$ cat src/rtl/smbus_timing_pkg.sv
// Package: register map, field layout, reset values and timing counts of the bus timing block
package smbus_timing_pkg;

  // Register byte addresses on the register bus
  localparam logic [7:0] ADDR_TIMING_PIN = 8'hAC;
  localparam logic [7:0] ADDR_CONFIG = 8'hB0;
  localparam logic [7:0] ADDR_EVT_STATUS = 8'hB4;
  localparam logic [7:0] ADDR_EVT_CLEAR = 8'hB8;
  localparam logic [7:0] ADDR_EVT_ENABLE = 8'hBC;

  // Configuration register fields
  localparam int CFG_ENABLE_BIT = 7;
  localparam int CFG_INHIBIT_BIT = 6;
  localparam int CFG_BUSY_BIT = 5;
  localparam int CFG_SETUP_HOLD_EXTEND_EN_BIT = 4;
  localparam int CFG_TOE_BIT = 3;
  localparam int CFG_FTE_BIT = 2;
  localparam int CFG_SRC_HI = 1;
  localparam int CFG_SRC_LO = 0;

  // Timing and pin control register fields
  localparam int TPC_SWAP_BIT = 7;
  localparam int TPC_WIN_HI = 1;
  localparam int TPC_WIN_LO = 0;

  // Event bit positions in status, clear and enable registers
  localparam int EVT_START_BIT = 0;
  localparam int EVT_STOP_BIT = 1;
  localparam int EVT_FREE_BIT = 2;
  localparam int EVT_WIDTH = 3;

  // Reset values
  localparam logic [7:0] CONFIG_RESET = 8'h00;
  localparam logic [7:0] TIMING_PIN_RESET = 8'h00;
  localparam logic [EVT_WIDTH-1:0] EVT_ENABLE_RESET = 3'h0;

  // Bit-rate clock source selector codes
  typedef enum logic [1:0] {
    SRC_TIMER0 = 2'h0,
    SRC_TIMER1 = 2'h1,
    SRC_TIMER2_HI = 2'h2,
    SRC_TIMER2_LO = 2'h3
  } bitrate_src_t;

  // Bus free when both lines stay high for more than this many source periods
  localparam logic [3:0] FREE_TICKS = 4'hA;

  // Data must fall more than this many system clocks before clock falls, per window code
  localparam logic [3:0] START_HOLD_00 = 4'h0;
  localparam logic [3:0] START_HOLD_01 = 4'h2;
  localparam logic [3:0] START_HOLD_10 = 4'h4;
  localparam logic [3:0] START_HOLD_11 = 4'h8;

  // System clocks a data line change waits, normal and extended
  localparam logic [3:0] SDA_HOLD_NORMAL_CYC = 4'h1;
  localparam logic [3:0] SDA_HOLD_EXT_CYC = 4'hC;

endpackage : smbus_timing_pkg
$ cat src/rtl/line_if.sv
// Interface: one synchronised bus line with its level and edge pulses
`timescale 1ns/100ps
`default_nettype none
interface line_if;
  logic level;
  logic rise;
  logic fall;
  modport src (output level, output rise, output fall);
  modport dst (input level, input rise, input fall);
endinterface : line_if
`default_nettype wire

$ cat src/rtl/line_sync.sv
// Module: three-stage synchroniser with agreement filter for one bus line
`timescale 1ns/100ps
`default_nettype none
module line_sync
(
  input wire logic clk_i,
  input wire logic rst_i,
  input wire logic pin_i,
  line_if.src ln
);

  logic ff1;
  logic ff2;
  logic ff3;
  logic next_level;

  // Idle bus is pulled high, so all stages start high
  always_ff @(posedge clk_i)
  begin
    if (rst_i)
    begin
      ff1 <= 1'b1;
      ff2 <= 1'b1;
      ff3 <= 1'b1;
    end
    else
    begin
      ff1 <= pin_i;
      ff2 <= ff1;
      ff3 <= ff2;
    end
  end

  // A change counts only once the second and third stages agree
  assign next_level = (ff2 == ff3) ? ff3 : ln.level;

  always_ff @(posedge clk_i)
  begin
    if (rst_i)
    begin
      ln.level <= 1'b1;
      ln.rise <= 1'b0;
      ln.fall <= 1'b0;
    end
    else
    begin
      ln.level <= next_level;
      ln.rise <= next_level & ~ln.level;
      ln.fall <= ~next_level & ln.level;
    end
  end

endmodule : line_sync
`default_nettype wire

$ cat src/rtl/smbus_timing_ctrl.sv
// Module: bus configuration, timing and pin control with register slave and events
//
// Behaviour
// Extension bit lengthens data setup and hold
// Clock-low timeout reloads third timer while clock high
// Split timer: only upper byte held in reload
// Firmware sets 25 ms timeout, handler resets bus
// Bus free after clock, data high >10 periods
// Two-bit selector picks bit-rate overflow source
// Pin-order bit swaps data and clock crossbar pins
// START needs data fall, then clock fall later
// Window code 00 adds no extra hold
// Codes 01/10/11 need 2, 4, 8 clocks
// Busy set in transfer, cleared on STOP/free
// Software writes zeros to five reserved bits
`timescale 1ns/100ps
`default_nettype none
module smbus_timing_ctrl
  import smbus_timing_pkg::*;
(
  input wire logic clk_i,
  input wire logic rst_i,
  // Classic Wishbone slave
  input wire logic wb_cyc_i,
  input wire logic wb_stb_i,
  input wire logic wb_we_i,
  input wire logic [7:0] wb_adr_i,
  input wire logic [31:0] wb_dat_i,
  input wire logic [3:0] wb_sel_i,
  output logic [31:0] wb_dat_o,
  output logic wb_ack_o,
  // Crossbar pins, open drain
  input wire logic pin_lo_i,
  input wire logic pin_hi_i,
  output logic pin_lo_o,
  output logic pin_lo_oe_o,
  output logic pin_hi_o,
  output logic pin_hi_oe_o,
  // Drive requests from the byte engine, same clock
  input wire logic sda_drive_low_i,
  input wire logic scl_drive_low_i,
  // Timer overflow pulses and third timer mode
  input wire logic timer0_ovf_i,
  input wire logic timer1_ovf_i,
  input wire logic timer2_hi_ovf_i,
  input wire logic timer2_lo_ovf_i,
  input wire logic timer3_split_i,
  output logic timer3_reload_o,
  output logic timer3_hi_reload_o,
  // To the rest of the unit
  output logic bitrate_tick_o,
  output logic bus_enable_o,
  output logic slave_inhibit_o,
  output logic bus_busy_o,
  output logic start_seen_o,
  output logic irq_o
);

  ////////////////////////////////////////////////////////////////////////////
  // Registers

  logic [7:0] bus_configuration;
  logic [7:0] bus_timing_pin_control;
  logic [EVT_WIDTH-1:0] evt_status;
  logic [EVT_WIDTH-1:0] evt_enable;
  logic [3:0] free_cnt;
  logic [3:0] hold_cnt;
  logic start_armed;
  logic [3:0] sh_cnt;
  logic sda_drive;
  logic scl_drive;

  line_if lo_line ();
  line_if hi_line ();

  line_sync u_sync_lo
  (
    .clk_i(clk_i),
    .rst_i(rst_i),
    .pin_i(pin_lo_i),
    .ln(lo_line.src)
  );

  line_sync u_sync_hi
  (
    .clk_i(clk_i),
    .rst_i(rst_i),
    .pin_i(pin_hi_i),
    .ln(hi_line.src)
  );

  ////////////////////////////////////////////////////////////////////////////
  // Field decode and pin mapping

  wire swap = bus_timing_pin_control[TPC_SWAP_BIT];
  wire [1:0] win_code = bus_timing_pin_control[TPC_WIN_HI:TPC_WIN_LO];
  wire enable = bus_configuration[CFG_ENABLE_BIT];
  wire ext_hold = bus_configuration[CFG_SETUP_HOLD_EXTEND_EN_BIT];
  wire toe = bus_configuration[CFG_TOE_BIT];
  wire fte = bus_configuration[CFG_FTE_BIT];
  wire [1:0] src_sel = bus_configuration[CFG_SRC_HI:CFG_SRC_LO];

  // Data on the lower pin unless swapped
  wire sda_level = swap ? hi_line.level : lo_line.level;
  wire sda_rise = swap ? hi_line.rise : lo_line.rise;
  wire sda_fall = swap ? hi_line.fall : lo_line.fall;
  wire scl_level = swap ? lo_line.level : hi_line.level;
  wire scl_fall = swap ? lo_line.fall : hi_line.fall;
  wire next_lo_oe = swap ? scl_drive : sda_drive;
  wire next_hi_oe = swap ? sda_drive : scl_drive;

  ////////////////////////////////////////////////////////////////////////////
  // Bit-rate source and timers

  wire next_tick = (src_sel == SRC_TIMER0) ? timer0_ovf_i :
                   (src_sel == SRC_TIMER1) ? timer1_ovf_i :
                   (src_sel == SRC_TIMER2_HI) ? timer2_hi_ovf_i : timer2_lo_ovf_i;
  // Split mode keeps the lower byte free for other work
  wire next_reload = toe & scl_level & ~timer3_split_i;
  wire next_hi_reload = toe & scl_level & timer3_split_i;

  ////////////////////////////////////////////////////////////////////////////
  // Line condition detection

  wire both_high = scl_level & sda_level;
  wire free_evt = enable & fte & both_high & bitrate_tick_o
                  & (free_cnt == FREE_TICKS);
  wire [3:0] hold_need = (win_code == 2'h0) ? START_HOLD_00 :
                         (win_code == 2'h1) ? START_HOLD_01 :
                         (win_code == 2'h2) ? START_HOLD_10 : START_HOLD_11;
  wire start_evt = enable & start_armed & scl_fall & (hold_cnt >= hold_need);
  wire stop_evt = enable & sda_rise & scl_level;
  wire [EVT_WIDTH-1:0] evt_set = {free_evt, stop_evt, start_evt};

  // Free counter counts source ticks while both lines stay high
  always_ff @(posedge clk_i)
  begin
    if (rst_i || !both_high || !fte)
      free_cnt <= 4'h0;
    else if (bitrate_tick_o && free_cnt != FREE_TICKS)
      free_cnt <= free_cnt + 4'h1;
  end

  // Arm on data falling with clock high, measure hold until clock falls
  always_ff @(posedge clk_i)
  begin
    if (rst_i || !enable || scl_fall || sda_rise)
      start_armed <= 1'b0;
    else if (sda_fall && scl_level)
      start_armed <= 1'b1;
  end

  always_ff @(posedge clk_i)
  begin
    if (rst_i || !start_armed)
      hold_cnt <= 4'h0;
    else if (hold_cnt != 4'hF)
      hold_cnt <= hold_cnt + 4'h1;
  end

  // Clearing takes priority over a new START only for STOP and free timeout
  always_ff @(posedge clk_i)
  begin
    if (rst_i || !enable || stop_evt || free_evt)
      bus_busy_o <= 1'b0;
    else if (start_evt)
      bus_busy_o <= 1'b1;
  end

  ////////////////////////////////////////////////////////////////////////////
  // Data drive with setup and hold spacing

  wire [3:0] sh_target = ext_hold ? SDA_HOLD_EXT_CYC : SDA_HOLD_NORMAL_CYC;
  wire sh_done = (sh_cnt + 4'h1) >= sh_target;

  // A new data level waits the hold time before it reaches the pin
  always_ff @(posedge clk_i)
  begin
    if (rst_i || sda_drive_low_i == sda_drive)
      sh_cnt <= 4'h0;
    else if (!sh_done)
      sh_cnt <= sh_cnt + 4'h1;
  end

  always_ff @(posedge clk_i)
  begin
    if (rst_i || !enable)
      sda_drive <= 1'b0;
    else if (sda_drive_low_i != sda_drive && sh_done)
      sda_drive <= sda_drive_low_i;
  end

  always_ff @(posedge clk_i)
  begin
    if (rst_i || !enable)
      scl_drive <= 1'b0;
    else
      scl_drive <= scl_drive_low_i;
  end

  ////////////////////////////////////////////////////////////////////////////
  // Output flops

  always_ff @(posedge clk_i)
  begin
    if (rst_i)
    begin
      pin_lo_o <= 1'b0;
      pin_hi_o <= 1'b0;
      pin_lo_oe_o <= 1'b0;
      pin_hi_oe_o <= 1'b0;
      bitrate_tick_o <= 1'b0;
      timer3_reload_o <= 1'b0;
      timer3_hi_reload_o <= 1'b0;
      start_seen_o <= 1'b0;
      irq_o <= 1'b0;
    end
    else
    begin
      pin_lo_oe_o <= next_lo_oe;
      pin_hi_oe_o <= next_hi_oe;
      bitrate_tick_o <= next_tick;
      timer3_reload_o <= next_reload;
      timer3_hi_reload_o <= next_hi_reload;
      start_seen_o <= start_evt;
      irq_o <= |(evt_status & evt_enable);
    end
  end

  assign bus_enable_o = bus_configuration[CFG_ENABLE_BIT];
  assign slave_inhibit_o = bus_configuration[CFG_INHIBIT_BIT];

  ////////////////////////////////////////////////////////////////////////////
  // Wishbone slave

  wire req = wb_cyc_i & wb_stb_i & ~wb_ack_o;
  wire wr_lane0 = req & wb_we_i & wb_sel_i[0];
  wire hit_tpc = wb_adr_i == ADDR_TIMING_PIN;
  wire hit_cfg = wb_adr_i == ADDR_CONFIG;
  wire hit_sts = wb_adr_i == ADDR_EVT_STATUS;
  wire hit_clr = wb_adr_i == ADDR_EVT_CLEAR;
  wire hit_ena = wb_adr_i == ADDR_EVT_ENABLE;
  wire [7:0] cfg_read = {bus_configuration[7:6], bus_busy_o, bus_configuration[4:0]};
  // Reserved timing bits read as zero; clear register reads zero
  wire [7:0] rd_byte = hit_tpc ? {swap, 5'h00, win_code} :
                       hit_cfg ? cfg_read :
                       hit_sts ? {5'h00, evt_status} :
                       hit_ena ? {5'h00, evt_enable} : 8'h00;
  wire [EVT_WIDTH-1:0] clr_mask = (wr_lane0 && hit_clr) ? wb_dat_i[EVT_WIDTH-1:0] : 3'h0;

  // One wait state: ack follows the request edge, unmapped reads give zero
  always_ff @(posedge clk_i)
  begin
    if (rst_i)
    begin
      wb_ack_o <= 1'b0;
      wb_dat_o <= 32'h0000_0000;
    end
    else
    begin
      wb_ack_o <= req;
      wb_dat_o <= {24'h00_0000, rd_byte};
    end
  end

  // Reserved bits are not stored, so a stray write cannot upset them
  always_ff @(posedge clk_i)
  begin
    if (rst_i)
    begin
      bus_configuration <= CONFIG_RESET;
      bus_timing_pin_control <= TIMING_PIN_RESET;
      evt_enable <= EVT_ENABLE_RESET;
    end
    else if (wr_lane0)
    begin
      if (hit_cfg)
        bus_configuration <= {wb_dat_i[7:6], 1'b0, wb_dat_i[4:0]};
      if (hit_tpc)
        bus_timing_pin_control <= {wb_dat_i[7], 5'h00, wb_dat_i[1:0]};
      if (hit_ena)
        evt_enable <= wb_dat_i[EVT_WIDTH-1:0];
    end
  end

  // Sticky events: a set in the clearing cycle wins
  always_ff @(posedge clk_i)
  begin
    if (rst_i)
      evt_status <= 3'h0;
    else
      evt_status <= (evt_status & ~clr_mask) | evt_set;
  end
endmodule : smbus_timing_ctrl
`default_nettype wire

$ cat config.mk
export PLATFORM = sky130hd
export DESIGN_NAME = smbus_timing_ctrl
export DESIGN_NICKNAME = d
export VERILOG_FILES = /design/src/rtl/smbus_timing_pkg.sv /design/src/rtl/line_if.sv /design/src/rtl/line_sync.sv /design/src/rtl/smbus_timing_ctrl.sv
export SDC_FILE = /design/constraint.sdc
export NUM_CORES = 1
export LEC_CHECK = 0
export ABC_AREA = 1
export BUFFER_PORTS_ARGS = -buffer_cell sky130_fd_sc_hd__clkbuf_2
export CAP_MARGIN = 0
export CORE_ASPECT_RATIO = 2
export CORE_MARGIN = 4
export CORE_UTILIZATION = 44
export DETAILED_ROUTE_END_ITERATION = 6
export GPL_TIMING_DRIVEN = 0
export PLACE_DENSITY = 0.82
export RECOVER_POWER = 25
export SYNTH_ARGS = -nofsm -noshare
export SYNTH_HDL_FRONTEND = slang
export SYNTH_SLANG_ARGS = --single-unit
$ cat constraint.sdc
create_clock -name clk_i -period 1.6 [get_ports clk_i]
set_input_delay 0.16 -clock clk_i [delete_from_list [all_inputs] [get_ports clk_i]]
set_output_delay 0.16 -clock clk_i [all_outputs]
set_load 0.1 [all_outputs]
-- Word-level counts from Yosys, hierarchy flattened
Index checks and enable logic that the tools add are counted.
- output and inout bits: 45
- logic and storage cells: 131
- flip-flop bits (word level): 84
- magnitude comparators: 2
- reductions and logical operators: 24
- $add $sub $neg: 3
- equal/unequal tests: 16
- multiplexer cells: 21
- bitwise gates (word level): 31
- operators by type and width (operator ; number):
    == test 8 bit (second input constant) ; 5
    bitwise AND 1 bit ; 21
    2-to-1 mux 4 bit ; 4
    2-to-1 mux 8 bit ; 2
    adder 4 x 1 -> 4 bit (second input constant) ; 3
    2-to-1 mux 1 bit ; 12
    logical OR 1 bit ; 9
    2-to-1 mux 3 bit ; 3
    >= comparator 4 bit ; 2
    != test 4 bit (second input constant) ; 2
    bitwise AND 3 bit ; 2
    inverter 1 bit ; 6
    AND reduction 2 bit ; 3
    == test 2 x 1 -> 1 bit (second input constant) ; 2
    == test 2 bit (second input constant) ; 2
    == test 4 bit (second input constant) ; 1
    logical AND 1 bit ; 4
    zero test 1 bit ; 4
    zero test 2 bit ; 2
    == test 1 bit ; 3
    inverter 3 bit ; 1
    bitwise OR 3 bit ; 1
    OR reduction 3 bit ; 1
    OR reduction 2 bit ; 1
    != test 1 bit ; 1

-- Longest topological paths before layout
- depth in word-level cells: 9
- gate-level depth with buffers: 9
- mapped depth without buffers: 9

-- Cells and area by module
A second synthesis with hierarchy kept.
- cells, all modules: 386
- area, all modules: 2837.7 µm²
- by module, submodules not included (module ; instances ; sequential area each (µm²) ; cells each ; area an instance (µm²)):
    smbus_timing_ctrl ; 1 ; 960.9 ; 342 ; 2462.4
    line_sync ; 2 ; 120.1 ; 22 ; 187.7

-- Least setup slack after synthesis
Ideal clock, no wire load.
- path type: flip-flop to flip-flop
- start: register bus_configuration[7]
- end: register start_armed
- setup slack: -0.082 ns
- period minus slack after synthesis: 1.682 ns
- path buffers: 0
- stages on the path, launching flop included: 7
- library setup time: 0.057 ns
- data required time: 1.543 ns
- arrival: 1.625 ns
- cells stage by stage: dfxtp_1 -> inv_1 -> nor2_1 -> inv_1 -> nor2_1 -> nand3_1 -> inv_1
- cells in the longest elaborated chain, start to end: 4
- ends and longest elaborated chain (element ; RTL line ; source):
    start: declaration ; smbus_timing_ctrl.sv:62 ; logic [7:0] bus_configuration;
    start signal: assignment ; smbus_timing_ctrl.sv:278 ; bus_configuration <= {wb_dat_i[7:6], 1'b0, wb_dat_i[4:0]};
    zero test 1 bit ; smbus_timing_ctrl.sv:147 ; if (rst_i || !enable || scl_fall || sda_rise)
    logical OR 1 bit (3 in series) ; smbus_timing_ctrl.sv:147 ;
    end signal: assignment ; smbus_timing_ctrl.sv:148 ; start_armed <= 1'b0;
    end signal: assignment ; smbus_timing_ctrl.sv:150 ; start_armed <= 1'b1;
    end: declaration ; smbus_timing_ctrl.sv:68 ; logic start_armed;
Every way passes these cells.
A chain may end at the register's enable or synchronous reset.

-- Final worst setup path
- start: register sh_cnt[1]
- end: register sh_cnt[2]
- cells in the longest elaborated chain, start to end: 2
- ends and longest elaborated chain (element ; RTL line ; source):
    start: declaration ; smbus_timing_ctrl.sv:69 ; logic [3:0] sh_cnt;
    start signal: assignment ; smbus_timing_ctrl.sv:182 ; sh_cnt <= sh_cnt + 4'h1;
    adder 4 x 1 -> 4 bit (*) ; smbus_timing_ctrl.sv:174, smbus_timing_ctrl.sv:182 ;
    >= comparator 4 bit ; smbus_timing_ctrl.sv:174 ; wire sh_done = (sh_cnt + 4'h1) >= sh_target;
Mark *: on every way between the ends. The rest lies on a longest branch, timed or not.

==> run summary <==
Once the floorplan was initialized, standard cells occupied 45.0% of the core. For the filler cell count, the log shows 607. The run gives 1 as the final number of setup-violating endpoints. Data arrives at the worst endpoint at 1.83 ns. During synthesis, Yosys emitted a total of 0 warnings.

Data on the critical path is required at its endpoint by 1.82 ns. Period utilization: 100%. By area the synthesized netlist is led by sky130_fd_sc_hd__dfxtp_1, sky130_fd_sc_hd__nand2_1, sky130_fd_sc_hd__nor2_1.

Max-cap violations in this run came to 0. The share of post-route cells with drive strength above 1 came out at 26.5%. The finished layout holds 554 standard cells, fillers aside.

Global routing consumed, over all layers together, 18.2% of the routing resources. The tools report the total congestion overflow as 0. STA classifies the critical path endpoint as a register. Synthesis handed over a netlist of 378 instances. Setup repair after global routing could not meet its margin everywhere.

The cell count after placement is 536. The critical path buffer and inverter count is 1, and the number of design-rule violations left by the first detailed-router iteration is 126. Headroom to the max-slew limit came out at 60.4%. Number of antenna violations at the first check in global routing: 0.

For this design, the slowest cell found on the critical path is sky130_fd_sc_hd__dfxtp_4. The critical path's top delay family is adder cells. The worst slack at placement is -0.187 ns, and the sum of net half-perimeters after detailed placement is 5170 µm.

A synthesized cell averages 7.45 µm². TritonCTS built the clock tree. STA classifies the critical path startpoint as a register. At the pin with the least slew margin, the transition time is 0.593 ns. The cell sitting at the root of the clock tree is a sky130_fd_sc_hd__clkbuf_16. In this run the count of I/O pins placed on the die edge is 103. The floorplan step defined a die boundary enclosing 7820 µm². After clock tree synthesis, the clock-pin slew on the worst setup and hold paths is 0.05 ns. Entering global routing, the biggest net connects 11 pins. The run gives 11000 µm as the wire length of the first global-routing pass. TritonCTS created 9 clock buffers. In the final layout, flip-flops and latches occupy 1210 µm². The number of synthesized register bits came out at 60. The count of clock tree sinks was 60; the number of max-slew violations in the final report was 0. The placed instances occupy a cell area of 3260 µm².

The maximum net fanout on the critical path came out at 3. The tools report the final clock skew as 0.00640 ns. The synthesized design spends more area on one cell type than any other, namely sky130_fd_sc_hd__dfxtp_1.

The delay of the slowest critical-path stage is 0.36 ns. The final reports fail on negative setup slack. The sequential cell area fraction in the yosys report was 42.7%; the standard cell core area was 6260 µm². The run gives 27 as the count of different cell masters after synthesis. The area used by multi-input combinational logic came out at 1390 µm². In the final routed layout, each cell accounts on average for 11.7 µm. On the final layout, the worst hold slack is 0.0102 ns. The floorplan die width works out to 64.6 µm. The run gives 6500 µm as the overall routed net length. After detailed routing, the number of vias per cell comes to 4.68.

After detailed routing, the number of remaining DRC violations is 0. The clock period minus final worst setup slack came out at 1.61 ns. The analysis attributes to cell leakage a power of 0.00173 µW. Maximum level of the CTS H-tree: 3. The number of hold violations in the final report was 0. Vertical die dimension: 121 µm. The flow ran to the end, but the final reports show violations.

The post-synthesis to final-layout area growth is 28.2%, and the proportion of netlist area held by the largest area contributor is 42.7%. The most numerous cell type found on the critical path is sky130_fd_sc_hd__nand4_1. The detailed router placed 2594 vias in this run.

Dividing total power by cell area gives a power density of 1020 nW/µm². Buffers placed on the I/O ports in this run total 47. The total iterations of the first detailed-routing run was 4; the count of standard-cell rows was 41.

Summing all non-filler instances in the final layout gives an area of 3610 µm². The number of antenna diodes in the final layout is 0. The run gives 2602 as the via count of the first global-routing pass. The clock reaches the later pin of the worst-skew pair after 0.33 ns. In this run the remaining antenna-violating nets after routing total 0.

In this run the cell area of the synthesized design comes to 2820 µm². For the worst-case vdd ir drop, the log shows 584 µV. Derived from the worst setup path, the maximum achievable clock frequency is 622 MHz.

The longest clock path from root to sink contains 2 buffers. Routability-driven placement finished with a final weighted congestion of 0.826. The tools report the setup slack after layout as -0.00731 ns. The path class of the lowest-slack min-delay path was input pin to register. By startpoint and endpoint, the worst setup path is classified as register to register. Traced cell by cell, the critical path runs through ha_4 > xor2_2 > ha_1 > nand4_1 > buf_4 > nand4_1 > a21oi_2. At the end of the flow, the number of nets in the layout was 531.
-- state kept, by name, indices dropped and copies added (netlist names), 3 cells and up --
name                    flops
wb_dat_o                    8
bus_configuration           7
free_cnt                    4
hold_cnt                    4
sh_cnt                      4
bus_timing_pin_control      3
evt_enable                  3
evt_status                  3
-- cell type report --
type / instances / share of cell area [%]
well taps: 86 / 2.98
repair buffers: 49 / 6.93
flip-flops and latches: 60 / 33.6
clock inverters: 2 / 0.277
multi-input cells: 268 / 38.4
inverters: 44 / 4.61
clock buffers: 14 / 7.04
plain buffers: 31 / 6.10
-- logic make-up (layout without fill, tap and decap cells) --
logic type               Yosys count  in the layout  share of synthesized area, %
AND/OR/NAND/NOR                  183            183                          29.2
buffers and inverters             75            140                          13.8
flip-flops                        60             60                          42.7
AO/OA/AOI/OAI                     45             45                          8.40
adder cells (fa/ha/maj)           12             12                          5.16
XOR/XNOR                           2              2                         0.622
other                              1             26                         0.133
-- cell usage in the layout (no fill, tap or decap), drive strengths merged, types with 5 or more instances in the layout --
cell type,instances
nor2,64
inv,43
nand4,11
o21ai,25
nand2,68
dfxtp,60
nor3,15
nand3,19
buf,31
or2,5
conb,26
a21oi,15
ha,10
clkbuf,63
-- stage by stage --
stage / utilization (%) / power (µW) / TNS [ns]
2_1_floorplan: - / 1940 / 0
3_3_place_gp: 52.1 / 2000 / -0.598
3_5_place_dp: 52.1 / 2000 / -0.868
4_1_cts: 57.9 / 3690 / -0.0806
5_1_grt: 57.7 / 3780 / -0.308
6_report: 57.7 / 3670 / -0.00731
-- metal layers --
layer | global-route usage (%) | vias up | share of wire (%)
li1 | - | 1330 | -
met2 | 34.9 | 76 | 56
met4 | 10.5 | 0 | 3.6
met5 | 0 | - | 0
met1 | 15.9 | 1168 | 35
met3 | 5.47 | 20 | 5.2
-- worst reg2reg max path: stages (launching register included) --
cell and delay [ns]:
sky130_fd_sc_hd__dfxtp_4 0.36, sky130_fd_sc_hd__ha_4 0.16, sky130_fd_sc_hd__xor2_2 0.14, sky130_fd_sc_hd__ha_1 0.31
sky130_fd_sc_hd__nand4_1 0.17, sky130_fd_sc_hd__buf_4 0.19, sky130_fd_sc_hd__nand4_1 0.10, sky130_fd_sc_hd__a21oi_2 0.06
-- repair_timing --
item	4_1_cts	5_1_grt
hold buffers	0	0
pin swaps	12	5
setup endpoints to repair	5	5
resized for setup	17	2
setup buffers	2	0
-- worst paths after layout --
kind | startpoint | to | slack (ns) | cells after the start
worst max-delay path | sh_cnt[1]$_SDFFE_PP0N_ | sh_cnt[2]$_SDFFE_PP0N_ | -0.007 | 7
worst min register to register | u_sync_hi.ff1$_SDFF_PP1_ | u_sync_hi.ff2$_SDFF_PP1_ | 0.41 | 1
worst min-delay path | timer3_split_i | timer3_reload_o$_SDFF_PP0_ | 0.01 | 2
worst max register to register | sh_cnt[1]$_SDFFE_PP0N_ | sh_cnt[2]$_SDFFE_PP0N_ | -0.007 | 7
-- synth_stat cells (all sizes together) --
master and n:
ha 10, o21ai 25, o211ai 3, nand3 19, nor3b 1, a211oi 1
dfxtp 60, inv 43, or2 5, a21oi 15, conb 1, clkbuf 1
clkinv 1, nand4 11, a31oi 1, xor2 2, nor3 15, nand2 68
maj3 2, nor2 64, buf 30
-- power breakdown --
group	internal, µW	total [µW]	switching, µW
clock network	1080	1700	622
registers	1500	1510	3.79
logic	93.2	461	368
Power figures use the tool's default switching activity.
